File: src/rtl/tlp_pkg.sv
package tlp_pkg;

  // ****************************************************************
  // Register map (byte addresses)
  // ****************************************************************
  localparam logic [7:0] ADDR_ENABLE   = 8'h00;
  localparam logic [7:0] ADDR_PRIO     = 8'h04;
  localparam logic [7:0] ADDR_ENABLE2  = 8'h08;
  localparam logic [7:0] ADDR_WDCTRL   = 8'h0c;
  localparam logic [7:0] ADDR_STATUS   = 8'h10;
  localparam logic [7:0] ADDR_EVT      = 8'h14;
  localparam logic [7:0] ADDR_EVT_MASK = 8'h18;

  localparam int GLOBAL_EN_BIT = 7;
  localparam logic [7:0] ENABLE_RST  = 8'h00;
  localparam logic [7:0] PRIO_RST    = 8'h00;
  localparam logic [7:0] ENABLE2_RST = 8'h00;
  localparam logic [7:0] WDCTRL_RST  = 8'h00;

  // ****************************************************************
  // Sources in polling order, index 0 polled first
  // ****************************************************************
  localparam int NSRC   = 11;
  localparam int SRC_PSM = 0;
  localparam int SRC_WD  = 1;
  localparam int SRC_EX0 = 2;
  localparam int SRC_ADC = 3;
  localparam int SRC_T0  = 4;
  localparam int SRC_EX1 = 5;
  localparam int SRC_T1  = 6;
  localparam int SRC_SS  = 7;
  localparam int SRC_URT = 8;
  localparam int SRC_T2  = 9;
  localparam int SRC_TIC = 10;

  localparam logic [15:0] VEC_EX0 = 16'h0003;
  localparam logic [15:0] VEC_T0  = 16'h000b;
  localparam logic [15:0] VEC_EX1 = 16'h0013;
  localparam logic [15:0] VEC_T1  = 16'h001b;
  localparam logic [15:0] VEC_URT = 16'h0023;
  localparam logic [15:0] VEC_T2  = 16'h002b;
  localparam logic [15:0] VEC_ADC = 16'h0033;
  localparam logic [15:0] VEC_SS  = 16'h003b;
  localparam logic [15:0] VEC_PSM = 16'h0043;
  localparam logic [15:0] VEC_TIC = 16'h0053;
  localparam logic [15:0] VEC_WD  = 16'h005b;

  typedef enum logic [1:0] {
    ST_IDLE = 2'b00,
    ST_PUSH = 2'b01,
    ST_JUMP = 2'b10
  } tlp_state_e;

endpackage

File: src/rtl/tlp_arbiter.sv
`timescale 1ns/1ns
// Combinational pick of one winner among qualified requests
module tlp_arbiter
(
  input  wire logic [10:0] req,
  input  wire logic [10:0] high,
  input  wire logic [1:0]  active,
  output logic             win_valid,
  output logic [3:0]       win_idx,
  output logic             win_high
);

  // First set bit in polling order
  function automatic logic [4:0] first_set(input logic [10:0] v);
    logic [4:0] r;
    r = 5'h1f;
    for (int i = tlp_pkg::NSRC - 1; i >= 0; i--)
    begin
      if (v[i])
        r = 5'(i);
    end
    return r;
  endfunction

  logic [10:0] hi_req;
  logic [10:0] lo_req;
  logic [4:0]  hi_pick;
  logic [4:0]  lo_pick;
  logic        hi_ok;
  logic        lo_ok;

  assign hi_req  = req & high;
  assign lo_req  = req & ~high;
  assign hi_pick = first_set(hi_req);
  assign lo_pick = first_set(lo_req);
  assign hi_ok   = (|hi_req) && !active[1];
  assign lo_ok   = (|lo_req) && (active == 2'b00);

  always_comb
  begin
    win_valid = 1'b0;
    win_idx   = 4'h0;
    win_high  = 1'b0;
    if (hi_ok)
    begin
      win_valid = 1'b1;
      win_idx   = hi_pick[3:0];
      win_high  = 1'b1;
    end
    else if (lo_ok)
    begin
      win_valid = 1'b1;
      win_idx   = lo_pick[3:0];
    end
  end

endmodule

File: src/rtl/tlp_top.sv
// Added by the designer: the address map and the APB slave port.
`timescale 1ns/1ns
// Two-level interrupt prioritizer with APB register access
module tlp_top
(
  input  wire logic        clk,
  input  wire logic        rst_n,
  input  wire logic        psel,
  input  wire logic        penable,
  input  wire logic        pwrite,
  input  wire logic [7:0]  paddr,
  input  wire logic [31:0] pwdata,
  output logic [31:0]      prdata,
  output logic             pready,
  output logic             pslverr,
  input  wire logic        supply_monitor_request,
  input  wire logic        watchdog_timeout,
  input  wire logic        external0_request,
  input  wire logic        converter_ready_request,
  input  wire logic        timer0_overflow_request,
  input  wire logic        external1_request,
  input  wire logic        timer1_overflow_request,
  input  wire logic        sync_serial_request,
  input  wire logic        uart_rx_tx_request,
  input  wire logic        timer2_request,
  input  wire logic        interval_counter_request,
  input  wire logic        core_ack,
  input  wire logic        core_reti,
  output logic             irq_req,
  output logic             push_pc,
  output logic             load_pc,
  output logic [15:0]      vector_addr,
  output logic             watchdog_reset,
  output logic             irq_out
);

  // ****************************************************************
  // Registers
  // ****************************************************************
  logic [7:0]  enable_q;
  logic [7:0]  prio_q;
  logic [7:0]  enable2_q;
  logic [7:0]  wdctrl_q;
  logic [2:0]  evt_q;
  logic [2:0]  evt_mask_q;
  logic [1:0]  active_q;
  logic        wd_pend_q;
  tlp_pkg::tlp_state_e state_q;
  logic [3:0]  sel_idx_q;
  logic        sel_high_q;

  logic        wr_en;
  logic        rd_en;
  logic        watchdog_irq_select;
  logic        wd_timeout_nz;
  logic        global_irq_enable;
  logic        watchdog_request;
  logic        wd_taken;
  logic [10:0] raw;
  logic [10:0] src_en;
  logic [10:0] high;
  logic [10:0] req;
  logic        win_valid;
  logic [3:0]  win_idx;
  logic        win_high;
  logic [2:0]  evt_set;
  logic [31:0] rd_mux;

  assign wr_en = psel && penable && pwrite;
  assign rd_en = psel && !penable && !pwrite;

  // Control bit 0: select, bits 7:1: watchdog timeout setting
  assign watchdog_irq_select = wdctrl_q[0];
  assign wd_timeout_nz       = |wdctrl_q[7:1];
  assign global_irq_enable   = enable_q[tlp_pkg::GLOBAL_EN_BIT];

  assign watchdog_request = watchdog_timeout && watchdog_irq_select
                            && wd_timeout_nz;

  assign raw[tlp_pkg::SRC_PSM] = supply_monitor_request;
  assign raw[tlp_pkg::SRC_WD]  = watchdog_request || wd_pend_q;
  assign raw[tlp_pkg::SRC_EX0] = external0_request;
  assign raw[tlp_pkg::SRC_ADC] = converter_ready_request;
  assign raw[tlp_pkg::SRC_T0]  = timer0_overflow_request;
  assign raw[tlp_pkg::SRC_EX1] = external1_request;
  assign raw[tlp_pkg::SRC_T1]  = timer1_overflow_request;
  assign raw[tlp_pkg::SRC_SS]  = sync_serial_request;
  assign raw[tlp_pkg::SRC_URT] = uart_rx_tx_request;
  assign raw[tlp_pkg::SRC_T2]  = timer2_request;
  assign raw[tlp_pkg::SRC_TIC] = interval_counter_request;

  // Per-source enables gated by the global bit; watchdog bypasses it
  always_comb
  begin
    src_en = 11'h000;
    src_en[tlp_pkg::SRC_PSM] = enable2_q[1] && global_irq_enable;
    src_en[tlp_pkg::SRC_WD]  = 1'b1;
    src_en[tlp_pkg::SRC_EX0] = enable_q[0] && global_irq_enable;
    src_en[tlp_pkg::SRC_ADC] = enable_q[6] && global_irq_enable;
    src_en[tlp_pkg::SRC_T0]  = enable_q[1] && global_irq_enable;
    src_en[tlp_pkg::SRC_EX1] = enable_q[2] && global_irq_enable;
    src_en[tlp_pkg::SRC_T1]  = enable_q[3] && global_irq_enable;
    src_en[tlp_pkg::SRC_SS]  = enable2_q[0] && global_irq_enable;
    src_en[tlp_pkg::SRC_URT] = enable_q[4] && global_irq_enable;
    src_en[tlp_pkg::SRC_T2]  = enable_q[5] && global_irq_enable;
    src_en[tlp_pkg::SRC_TIC] = enable2_q[2] && global_irq_enable;
  end

  always_comb
  begin
    high = 11'h000;
    high[tlp_pkg::SRC_PSM] = enable2_q[5];
    high[tlp_pkg::SRC_WD]  = 1'b1;
    high[tlp_pkg::SRC_EX0] = prio_q[0];
    high[tlp_pkg::SRC_ADC] = prio_q[6];
    high[tlp_pkg::SRC_T0]  = prio_q[1];
    high[tlp_pkg::SRC_EX1] = prio_q[2];
    high[tlp_pkg::SRC_T1]  = prio_q[3];
    high[tlp_pkg::SRC_SS]  = enable2_q[4];
    high[tlp_pkg::SRC_URT] = prio_q[4];
    high[tlp_pkg::SRC_T2]  = prio_q[5];
    high[tlp_pkg::SRC_TIC] = enable2_q[6];
  end

  assign req = raw & src_en;

  tlp_arbiter u_arb
  (
    .req       (req),
    .high      (high),
    .active    (active_q),
    .win_valid (win_valid),
    .win_idx   (win_idx),
    .win_high  (win_high)
  );

  function automatic logic [15:0] vec_of(input logic [3:0] idx);
    case (idx)
      4'h0:    return tlp_pkg::VEC_PSM;
      4'h1:    return tlp_pkg::VEC_WD;
      4'h2:    return tlp_pkg::VEC_EX0;
      4'h3:    return tlp_pkg::VEC_ADC;
      4'h4:    return tlp_pkg::VEC_T0;
      4'h5:    return tlp_pkg::VEC_EX1;
      4'h6:    return tlp_pkg::VEC_T1;
      4'h7:    return tlp_pkg::VEC_SS;
      4'h8:    return tlp_pkg::VEC_URT;
      4'h9:    return tlp_pkg::VEC_T2;
      4'ha:    return tlp_pkg::VEC_TIC;
      default: return 16'h0000;
    endcase
  endfunction

  // ****************************************************************
  // Watchdog request held until the core takes it
  // ****************************************************************
  // A slow core must not lose a one-cycle timeout pulse; a new
  // timeout in the accept cycle wins over the clear
  assign wd_taken = (state_q == tlp_pkg::ST_PUSH)
                    && (sel_idx_q == 4'(tlp_pkg::SRC_WD));

  always_ff @(posedge clk or negedge rst_n)
  begin
    if (!rst_n)
      wd_pend_q <= 1'b0;
    else if (watchdog_request)
      wd_pend_q <= 1'b1;
    else if (wd_taken)
      wd_pend_q <= 1'b0;
  end

  // ****************************************************************
  // Accept sequence: request, push, jump
  // ****************************************************************
  always_ff @(posedge clk or negedge rst_n)
  begin
    if (!rst_n)
    begin
      state_q     <= tlp_pkg::ST_IDLE;
      sel_idx_q   <= 4'h0;
      sel_high_q  <= 1'b0;
      irq_req     <= 1'b0;
      push_pc     <= 1'b0;
      load_pc     <= 1'b0;
      vector_addr <= 16'h0000;
    end
    else
    begin
      push_pc <= 1'b0;
      load_pc <= 1'b0;
      case (state_q)
        tlp_pkg::ST_IDLE:
        begin
          irq_req <= win_valid;
          // Winner may change until the core takes it
          if (win_valid)
          begin
            sel_idx_q   <= win_idx;
            sel_high_q  <= win_high;
            vector_addr <= vec_of(win_idx);
          end
          if (core_ack && irq_req)
          begin
            irq_req <= 1'b0;
            push_pc <= 1'b1;
            state_q <= tlp_pkg::ST_PUSH;
          end
        end
        tlp_pkg::ST_PUSH:
        begin
          load_pc <= 1'b1;
          state_q <= tlp_pkg::ST_JUMP;
        end
        tlp_pkg::ST_JUMP:
          state_q <= tlp_pkg::ST_IDLE;
        default:
          state_q <= tlp_pkg::ST_IDLE;
      endcase
    end
  end

  // ****************************************************************
  // Levels in service, freed one at a time on return
  // ****************************************************************
  always_ff @(posedge clk or negedge rst_n)
  begin
    if (!rst_n)
    begin
      active_q    <= 2'b00;
    end
    else if (state_q == tlp_pkg::ST_PUSH)
    begin
      if (sel_high_q)
        active_q[1] <= 1'b1;
      else
        active_q[0] <= 1'b1;
    end
    else if (core_reti)
    begin
      // Return ends the most recent, highest level
      if (active_q[1])
        active_q[1] <= 1'b0;
      else
        active_q[0] <= 1'b0;
    end
  end

  // ****************************************************************
  // Event flags: 0 accept, 1 watchdog irq, 2 watchdog reset
  // ****************************************************************
  assign evt_set = {watchdog_timeout && !watchdog_request,
                    watchdog_request,
                    state_q == tlp_pkg::ST_PUSH};

  always_ff @(posedge clk or negedge rst_n)
  begin
    if (!rst_n)
      evt_q <= 3'h0;
    else if (wr_en && paddr == tlp_pkg::ADDR_EVT)
      evt_q <= (evt_q & ~pwdata[2:0]) | evt_set; // Set beats clear
    else
      evt_q <= evt_q | evt_set;
  end

  always_ff @(posedge clk or negedge rst_n)
  begin
    if (!rst_n)
    begin
      irq_out        <= 1'b0;
      watchdog_reset <= 1'b0;
    end
    else
    begin
      irq_out        <= |(evt_q & evt_mask_q);
      // Timeout resets the device unless routed as interrupt
      watchdog_reset <= watchdog_timeout && !watchdog_request;
    end
  end

  // ****************************************************************
  // APB slave, zero wait states
  // ****************************************************************
  always_ff @(posedge clk or negedge rst_n)
  begin
    if (!rst_n)
    begin
      enable_q   <= tlp_pkg::ENABLE_RST;
      prio_q     <= tlp_pkg::PRIO_RST;
      enable2_q  <= tlp_pkg::ENABLE2_RST;
      wdctrl_q   <= tlp_pkg::WDCTRL_RST;
      evt_mask_q <= 3'h0;
    end
    else if (wr_en)
    begin
      case (paddr)
        tlp_pkg::ADDR_ENABLE:   enable_q   <= pwdata[7:0];
        tlp_pkg::ADDR_PRIO:     prio_q     <= {1'b0, pwdata[6:0]};
        tlp_pkg::ADDR_ENABLE2:  enable2_q  <= {1'b0, pwdata[6:4],
                                               1'b0, pwdata[2:0]};
        tlp_pkg::ADDR_WDCTRL:   wdctrl_q   <= pwdata[7:0];
        tlp_pkg::ADDR_EVT_MASK: evt_mask_q <= pwdata[2:0];
        default: ;
      endcase
    end
  end

  always_comb
  begin
    case (paddr)
      tlp_pkg::ADDR_ENABLE:   rd_mux = {24'h0, enable_q};
      tlp_pkg::ADDR_PRIO:     rd_mux = {24'h0, prio_q};
      tlp_pkg::ADDR_ENABLE2:  rd_mux = {24'h0, enable2_q};
      tlp_pkg::ADDR_WDCTRL:   rd_mux = {24'h0, wdctrl_q};
      tlp_pkg::ADDR_STATUS:   rd_mux = {16'h0, 1'b0, sel_idx_q,
                                        active_q, state_q,
                                        vector_addr[6:0]};
      tlp_pkg::ADDR_EVT:      rd_mux = {29'h0, evt_q};
      tlp_pkg::ADDR_EVT_MASK: rd_mux = {29'h0, evt_mask_q};
      default:                rd_mux = 32'h0;
    endcase
  end

  always_ff @(posedge clk or negedge rst_n)
  begin
    if (!rst_n)
    begin
      prdata  <= 32'h0;
      pready  <= 1'b0;
      pslverr <= 1'b0;
    end
    else
    begin
      pready  <= psel && !penable;
      pslverr <= psel && !penable && (paddr > tlp_pkg::ADDR_EVT_MASK
                                      || paddr[1:0] != 2'b00);
      if (rd_en)
        prdata <= rd_mux;
    end
  end

endmodule

File: config.mk
export PLATFORM = sky130hd
export DESIGN_NAME = tlp_top
export DESIGN_NICKNAME = d
export VERILOG_FILES = /design/src/rtl/tlp_pkg.sv /design/src/rtl/tlp_arbiter.sv /design/src/rtl/tlp_top.sv
export SDC_FILE = /design/constraint.sdc
export NUM_CORES = 1
export LEC_CHECK = 0
export ABC_AREA = 0
export CAP_MARGIN = 25
export CELL_PAD_IN_SITES_DETAIL_PLACEMENT = 0
export CELL_PAD_IN_SITES_GLOBAL_PLACEMENT = 2
export CORE_ASPECT_RATIO = 0.75
export CORE_MARGIN = 10
export CORE_UTILIZATION = 39
export DETAILED_ROUTE_END_ITERATION = 6
export DONT_BUFFER_PORTS = 1
export PLACE_DENSITY = 0.86
export SYNTH_ARGS = -nofsm -noshare
export SYNTH_HDL_FRONTEND = slang
export SYNTH_SLANG_ARGS = --single-unit
File: constraint.sdc
create_clock -name clk -period 2.7 [get_ports clk]
set_input_delay 0.54 -clock clk [delete_from_list [all_inputs] [get_ports clk]]
set_output_delay 0.54 -clock clk [all_outputs]
set_load 0.01 [all_outputs]
# Yosys cells after proc, flatten, opt, wreduce, memory -nomap -nowiden
# Memories as Yosys holds them, arrays and structs flattened. A register that Yosys moved wholly into a read port is not among the register bits.
# Index checks and enable logic that the tools add are counted.
[classes] addsub=0 n_mul=0 div=0 n_lt_le_gt_ge=1 eq_ne=12 shift=0 muxes=42 bitwise_logic=9 n_reduce_logical=48
[op_table] op="$pmux 15 s7" n=1
[op_table] op="$mux 4" n=22
[op_table] op="$and 11x11->11" n=3
[op_table] op="$eq 8x5->1 const B" n=3
[op_table] op="$logic_and 1x1->1" n=23
[op_table] op="$reduce_or 11->1" n=2
[op_table] op="$eq 8x4->1 const B" n=2
[op_table] op="$reduce_and 2->1" n=7
[op_table] op="$mux 1" n=12
[op_table] op="$not 11->11" n=1
[op_table] op="$mux 3" n=3
[op_table] op="$eq 8x3->1 const B" n=1
[op_table] op="$gt 8x5->1 const B" n=1
[op_table] op="$logic_not 8->1" n=1
[op_table] op="$reduce_or 7->1" n=1
[op_table] op="$and 3x3->3" n=2
[op_table] op="$mux 2" n=3
[op_table] op="$ne 2x2->1 const B" n=3
[op_table] op="$or 3x3->3" n=2
[op_table] op="$reduce_bool 2->1" n=3
[op_table] op="$logic_not 1->1" n=5
[op_table] op="$eq 4x1->1 const B" n=1
[op_table] op="$logic_not 2->1" n=2
[op_table] op="$pmux 2 s2" n=1
[op_table] op="6 further kinds" n=7
[totals] register_bits=100 latch_bits=0 ramBits=0 rom_bits=96 input_bits=58 out_inout_bits=55 n_memories=1
[mem_list] name="(name not given)" depth=16 word_bits=6 rd=1 rd_clocked_by_memory_dff=1 wr=0 line="tlp_top.sv:138" rtl="case (idx)"

# Depth between registers and ports, before layout
# Gate-level depths: netlist (run 1).
[logic_depth] word_depth=18 mapped_depth=10 ltp_nobuf=7

# Cells and area by module
# From an unflattened synthesis (run 1), not the netlist that was laid out.
[hier_totals] hier_cells=364 area_unflattened_um2=3910.0
[by_module_without_submodules] module="tlp_top" instances=1 cells_each=302 area_each_um2=3508.4
[by_module_without_submodules] module="tlp_arbiter" instances=1 cells_each=62 area_each_um2=401.6

# Least setup slack after synthesis (run 1)
# No wires, ideal clock.
[synth_timing] path_kind="input to register" from="input paddr[7]" to="register prio_q[3]" setup_ns=0.128 t_arrival_ns=2.208 t_required_ns=2.572 setup_slack_ns=0.365 path_stages=7 path_buffers=0 cell_sequence="or3_1 or3_1 inv_2 nand2_2 nor2_1 nand2_1 mux2_1"
[synth_via] elab_chain_len=2
[synth_rtl] element="start, declared" line="tlp_top.sv:11" rtl="input wire logic [7:0] paddr,"
[synth_rtl] element="$eq 8x3->1" line="tlp_top.sv:295" rtl="case (paddr)"
[synth_rtl] element="$reduce_and 2->1 (no line)"
[synth_rtl] element="end signal, assigned" line="tlp_top.sv:288" rtl="prio_q <= tlp_pkg::PRIO_RST;"
[synth_rtl] element="end signal, assigned" line="tlp_top.sv:297" rtl="tlp_pkg::ADDR_PRIO: prio_q <= {1'b0, pwdata[6:0]};"
[synth_rtl] element="end, declared" line="tlp_top.sv:41" rtl="logic [7:0] prio_q;"
# No other way between the ends.
# A chain may end at the register's enable or synchronous reset.

# Worst setup path in the final report (run 1)
[layout_timing] from="register enable_q[7]" to="register vector_addr[3]"
[layout_via] elab_chain_len=16 elab_cells_between_ends=44
[layout_rtl] element="start, declared" line="tlp_top.sv:40" rtl="logic [7:0] enable_q;"
[layout_rtl] element="start signal, assigned" line="tlp_top.sv:287" rtl="enable_q <= tlp_pkg::ENABLE_RST;"
[layout_rtl] element="start signal, assigned" line="tlp_top.sv:296" rtl="tlp_pkg::ADDR_ENABLE: enable_q <= pwdata[7:0];"
[layout_rtl] element="$logic_and 1x1->1" line="tlp_top.sv:106" rtl="src_en[tlp_pkg::SRC_TIC] = enable2_q[2] && global_irq_enable;"
[layout_rtl] element="$and 11x11->11 (*)" line="tlp_top.sv:125" rtl="assign req = raw & src_en;"
[layout_rtl] element="$and 11x11->11" line="tlp_arbiter.sv:33" rtl="assign lo_req = req & ~high;"
[layout_rtl] element="$mux 3" line="tlp_arbiter.sv:19" rtl="if (v[i])"
[layout_rtl] element="$mux 4 (10 in series)" line="tlp_arbiter.sv:19"
[layout_rtl] element="$mux 4" line="tlp_arbiter.sv:50" rtl="else if (lo_ok)"
[layout_rtl] element="$mux 4" line="tlp_arbiter.sv:44" rtl="if (hi_ok)"
[layout_rtl] element="end, declared" line="tlp_top.sv:32" rtl="output logic [15:0] vector_addr,"
# Mark *: on every way between the ends. The rest lies on a longest branch, timed or not.

==> flow_summary.ini, run 1 <==
[synthesis]
synth_edf_count = 0
syn_avg_cell_area_um2 = 10.6
synth-compound-area-share_pct = 11.7
yosys.area.top_type_share_pct = 46.5
synthArstFlopShare_pct = 100
synth_flop_cell = dfrtp_1
synth_top_cell_by_area = dfrtp_1
synth-simple-area-share_pct = 22.5
synth_top_family_by_area = simple AND/OR/NAND/NOR gates
synth.area.top_cells = dfrtp_1, mux2_2, buf_4
yosys.area_share.adder_pct = 0
ys_ff_latch = 72
synth_cell_types = 58
ys_warn_count = 0
synth.area.mux_share_pct = 11.6
syn-cell-area_mm2 = 0.00387
synth_xor_xnor_area_share_pct = 0
yosysSeqAreaShare_pct = 46.5
syn_inst = 365

[power_and_ir_drop]
worst_ir_drop_vdd_mv = 0.295
p_total_uw = 2500
powerDensity_mw_per_mm2 = 585
p_leak_uw = 0.00202

[route]
drc = 0
vias = 2810
routedWlPerCell_um = 20.4
drtAntennaViolNets = 0
totalWireLength_um = 10500
drt_iter0_markers = 233
viasPerCell = 5.48
dr.pass1.iters = 4

[timing]
tns_ns = 0
maxSlewViolCount = 0
worst_pin_slew_ns = 0.629
rsz0062_at_grt = no
relSlewSlack_pct = 57.7
post-route-period-util_pct = 95.4
skew_ns = 0.00654
setup_viol = 0
fin_ws_ns = 0.124
fin_crit_ns = 2.58
whs_ns = 0.0892
fmax_mhz = 388
hold_viol_final = 0

[cts]
cts.sinks = 72
clock_latency_ns = 0.34
cts_tree = yes
post-cts-setup-buffers = 0
clk_pin_slew_ns = 0.06
numCtsBuffers = 9
htree_levels = 3
root_buffer = clkbuf_16
clock_path_buffers = 2

[die]
row_count = 31
initial_core_util_pct = 40.1
core_mm2 = 0.00966
io-pin-count = 113
die_h_um = 106
fp.dieW_um = 135
dieArea_mm2 = 0.0144

[worst_setup_path]
r2r-start = enable_q[7]
cp_max_fo = 15
cp_top_family = simple AND/OR/NAND/NOR gates
crit_path_cell_trace = buf_4 > and4b_1 > nor2_1 > and4bb_1 > or3b_4 > o32ai_4 > and3_4 > o31ai_2
critPathBufInv = 1
path_class = reg2reg
slowest_delay_ns = 0.59
rr_worst_depth = 8
r2r_end = vector_addr[3]
required_ns = 2.92
ff2ff_setup_slack_ns = 0.12
cp-start-kind = register
end_kind = register
crit_slowest_cell = dfrtp_1
cp_data_arrival_time_ns = 2.79

[global_routing]
grt_overflow_total = 0
antenna_found_initial = 0
grt_util_all_layers_pct = 14.7
grt_pass1_vias = 2721
grt_max_degree = 73
grt_pass1_wl_um = 16300

[cells_and_area]
area_growth_pct = 10.3
diodes = 0
fill_cells = 908
multi_input_area_mm2 = 0.00188
ff_latch_area_mm2 = 0.00180
drive_gt1_share_pct = 20.7
nets = 434

[place]
gp_routability_congestion = 0.923
dp_slack_ns = 0.168
io_buffers = 0
dp_hpwl_um = 8180

[run_status]
outcome = complete, no violations

[hold_path]
hold_class = in2async

[run]
maxCapViolations = 0
-- final cells by class --
class | count | area share [%]
clock buffer | 9 | 5.27
clock inverter | 7 | 1.67
inverter | 7 | 0.615
multi-input combinational | 275 | 44.0
sequential | 72 | 42.2
tap | 132 | 3.86
timing repair buffer | 11 | 2.40
-- sequential cells by signal, indices dropped and copies added (netlist names) --
register	flops
evt_q	3
push_pc	1
pready	1
watchdog_reset	1
enable2_q	6
prio_q	7
irq_req	1
wdctrl_q	8
sel_idx_q	4
enable_q	8
sel_high_q	1
load_pc	1
vector_addr	5
pslverr	1
evt_mask_q	3
wd_pend_q	1
state_q	2
irq_out	1
active_q	2
prdata	15
-- metal layers --
layer,GRT usage (%),vias to the layer above,share of wire (%)
li1,-,1324,-
met1,20.1,1379,45
met2,20.3,97,42
met3,7.48,10,12
met4,3.22,0,0.94
met5,0,-,0
-- metrics by stage --
stage / area, µm² / util, % / std cells
after global routing: 4270 / 44.3 / 513
after global placement: 3950 / 40.8 / 496
after CTS: 4270 / 44.2 / 513
final: 4270 / 44.3 / 513
after detailed placement: 3950 / 40.8 / 496
after floorplan: 3970 / - / 391
-- Yosys cell counts (6+ instances only) --
cell type   n
mux2_2     33
clkbuf_1    6
and4b_1     9
nor2_1     15
a31oi_1     9
buf_4      28
nor3_1     12
nand4_1     9
nand2b_1    7
nand3_1    13
nor2b_1     7
a22oi_1     8
a21oi_1     8
nand2_1    45
o21ai_0     6
dfrtp_1    72
-- cells by family (layout without fill, tap and decap cells) --
kind of cell,count (synthesis),after routing
simple gates,147,147
flops,72,72
compound gates,61,61
buf+inv,44,34
mux,40,40
other cells,1,27
-- power by group --
part           leakage (µW)  internal (µW)  switching, µW  total (µW)
clock network      0.000150            716            469        1190
logic              0.000896           45.1           83.0         128
registers          0.000979           1120           63.9        1190
-- worst max-delay path by stage --
stage / cells past startpoint / end / start
finish: 8 / vector_addr[3] / enable_q[7]
global route: 8 / vector_addr[6] / enable_q[7]
CTS: 8 / vector_addr[6] / enable_q[7]
detailed placement: 8 / vector_addr[6] / enable_q[7]
global placement: 8 / vector_addr[6] / enable_q[7]
floorplan: 7 / prio_q[3] / paddr[7]
-- placed cells by master, fill, tap and decap left out, types with 3 or more instances in the layout --
cell type	synthesis	layout
dfrtp_1	72	72
nand2_1	45	45
mux2_2	33	33
conb_1	1	27
nor2_1	15	15
nand3_1	13	13
nor3_1	12	11
buf_4	28	10
and4b_1	9	9
nand4_1	9	9
a31oi_1	9	9
clkbuf_16	0	9
a21oi_1	8	8
a22oi_1	8	8
nand2b_1	7	7
nor2b_1	7	7
o21ai_0	6	6
inv_1	5	5
or3_1	5	5
a21o_1	5	5
a221oi_1	5	5
mux2_1	5	5
o21ai_1	4	4
a222oi_1	3	3
clkinv_2	0	3
-- timing repair --
action,in CTS,in global routing
hold buffers,1,0
gates resized for setup,0,1
hold endpoints to repair,72,0
endpoints found under the setup margin,0,1
Note: power is estimated with default switching activity, not from simulation.
==> inputs of run 2 (changes only) <==
--- a/config.mk
+++ b/config.mk
@@ -11,10 +11,10 @@
 export CELL_PAD_IN_SITES_GLOBAL_PLACEMENT = 2
 export CORE_ASPECT_RATIO = 0.75
 export CORE_MARGIN = 10
-export CORE_UTILIZATION = 39
+export CORE_UTILIZATION = 35
 export DETAILED_ROUTE_END_ITERATION = 6
 export DONT_BUFFER_PORTS = 1
-export PLACE_DENSITY = 0.86
+export PLACE_DENSITY = 0.82
 export SYNTH_ARGS = -nofsm -noshare
 export SYNTH_HDL_FRONTEND = slang
 export SYNTH_SLANG_ARGS = --single-unit
==> constraint.sdc (replaced) <==
create_clock -name clk -period 2.32 [get_ports clk]
set_input_delay 0.464 -clock clk [delete_from_list [all_inputs] [get_ports clk]]
set_output_delay 0.464 -clock clk [all_outputs]
set_load 0.01 [all_outputs]
==> run 2 against run 1 <==
Net effect: the run now ends with negative setup slack left; first-iteration DRC count increased by 22%; critical path depth grew 2; worst setup slack got worse by 0.20 ns; utilization rose by 0.29 points; combinational power is 41% higher; critical path type unchanged; largest cell class unchanged; largest power group is now clock.
==> flow_summary.ini, run 2 (same netlist as run 1, synthesis figures left out) <==
[place]
dpl.cell_count = 545
dp_hpwl_um = 8890
io_buffers = 0
gp_routability_congestion = 0.875

[run_status]
failed_checks = negative setup slack
outcome = finished with violations

[cells_and_area]
stdcell_count = 575
regMostFlops = prdata
final_common_cell = dfrtp_1
nets = 488
diodes = 0
area_growth_pct = 24.9
drive_gt1_share_pct = 32.6
fill_cells = 1025
layout_common_cells = dfrtp_1, buf_4, nand2_1
largest_register_ffs = 15
postLayoutCoreUtil_pct = 44.5
reg.largest.list = prdata: 15 flops, enable_q: 8 flops, wdctrl_q: 8 flops

[die]
fp.dieW_um = 141
core_mm2 = 0.0109
row_count = 33
initial_core_util_pct = 35.7
die_h_um = 111
dieArea_mm2 = 0.0157
io-pin-count = 113

[global_routing]
grt_util_all_layers_pct = 14.8
grt_pass1_wl_um = 18200
grt_overflow_total = 0
antenna_found_initial = 1
grt_max_degree = 73
grt_pass1_vias = 3114

[power_and_ir_drop]
p_leak_uw = 0.00237
switching_power_uw = 720
worst_ir_drop_vdd_mv = 0.457
pwr-share-comb_pct = 5.5
p_seq_share_pct = 42.1
power.internal_uw = 2570
powerDensity_mw_per_mm2 = 680
clkPwrFrac_pct = 52.4
swShare_pct = 21.9

[timing]
post-route-period-util_pct = 103
fin_crit_ns = 2.40
relSlewSlack_pct = 57.8
skew_ns = 0.00419
whs_ns = 0.0144
maxSlewViolCount = 0
tns_ns = -0.399
fmax_mhz = 417
setup_viol = 8
worst_pin_slew_ns = 0.631
rsz0062_at_grt = yes
hold_viol_final = 0
fin_ws_ns = -0.0799

[worst_setup_path]
cp_max_fo = 6
cp-start-kind = register
slowest_delay_ns = 0.38
end_kind = register
crit_slowest_cell = dfrtp_2
crit_path_cell_trace = buf_6 > buf_6 > and4b_2 > buf_4 > a21oi_1 > or3_1 > a21oi_1 > o32ai_4 > buf_4 > mux2_2
startpoint = enable_q[7]
cp_data_arrival_time_ns = 2.62
cp_top_family = simple AND/OR/NAND/NOR gates
path_class = reg2reg
r2r-start = enable_q[7]
critPathBufInv = 4
required_ns = 2.54
ff2ff_setup_slack_ns = -0.08

[cts]
clk_pin_slew_ns = 0.06
cts_tree = yes
root_buffer = clkbuf_16
htree_levels = 3
cts.sinks = 72
clock_path_buffers = 2
numCtsBuffers = 9
clock_latency_ns = 0.33

[route]
drtAntennaViolNets = 0
dr.pass1.iters = 5
viasPerCell = 5.40
routedWlPerCell_um = 20.5
vias = 3103
drt_iter0_markers = 284
drc = 0
totalWireLength_um = 11800

[run]
maxCapViolations = 0

[hold_path]
hold_class = in2async
## run 2: cell count changes in the layout (fill, tap and decap cells not counted), sizes merged
cell / before / now
buf: 11 / 65
bufinv: 1 / 4
clkbuf: 9 / 11
clkinv: 5 / 0
clkinvlp: 0 / 1
inv: 8 / 7
## run 2: worst register-to-register path: stages, from the launching register on
cell     delay, ns
dfrtp_2       0.38
buf_6         0.14
buf_6         0.12
and4b_2       0.29
buf_4         0.13
a21oi_1       0.09
or3_1         0.31
a21oi_1       0.26
o32ai_4       0.16
buf_4         0.15
mux2_2        0.25
## run 2: power by group through the flow
stage	logic [µW]	registers (µW)	clock network, µW
after floorplan	149	1380	0
after global placement	129	1400	0
after detailed placement	134	1400	0
after CTS	178	1390	1740
after global routing	200	1390	1790
final	180	1380	1720
## run 2: what timing repair did
action                                 CTS  global route
pin swaps                               13             8
hold buffers                             1             0
cloned                                   0             1
buffers inserted                         9             3
setup endpoints to repair               10            10
gates resized for setup                 13             7
endpoints found under the hold margin   72             0
## run 2: final timing paths
path                                end  cells after the start
setup reg to reg           sel_idx_q[0]                     10
hold / removal              enable_q[4]                      1
hold reg to reg             active_q[0]                      1
max in group asynchronous     prdata[4]                      1
setup / recovery           sel_idx_q[0]                     10
min in group clk              prio_q[3]                      1
## run 2: cell type report
class | instances | area (µm²) | share of cell area, %
Sequential cell | 72 | 1800 | 37.3
Tap cell | 140 | 175 | 3.62
Timing Repair Buffer | 65 | 528 | 10.9
Multi-Input combinational cell | 275 | 1930 | 39.9
Clock inverter | 5 | 128 | 2.64
Inverter | 7 | 28.8 | 0.595
Clock buffer | 11 | 243 | 5.02
## run 2: per-layer routing
metal  part of all wire, %  routed length [µm]  global-route usage (%)  vias to the layer above
met5                 0.059                   7                       0                        -
met4                   1.3                 150                    3.94                        2
met3                    12                1470                    7.23                       19
met2                    42                4980                    20.8                      130
met1                    44                5180                    19.7                     1522
li1                      -                   -                       -                     1430
## run 2: through the flow
step	total power [µW]	area, µm²	worst slack (ns)
after global routing	3390	4840	-0.154
after floorplan	1520	3970	0.0606
after CTS	3300	4780	-0.0570
final	3290	4840	-0.0799
after global placement	1530	4260	-0.0826
after detailed placement	1540	4260	-0.160
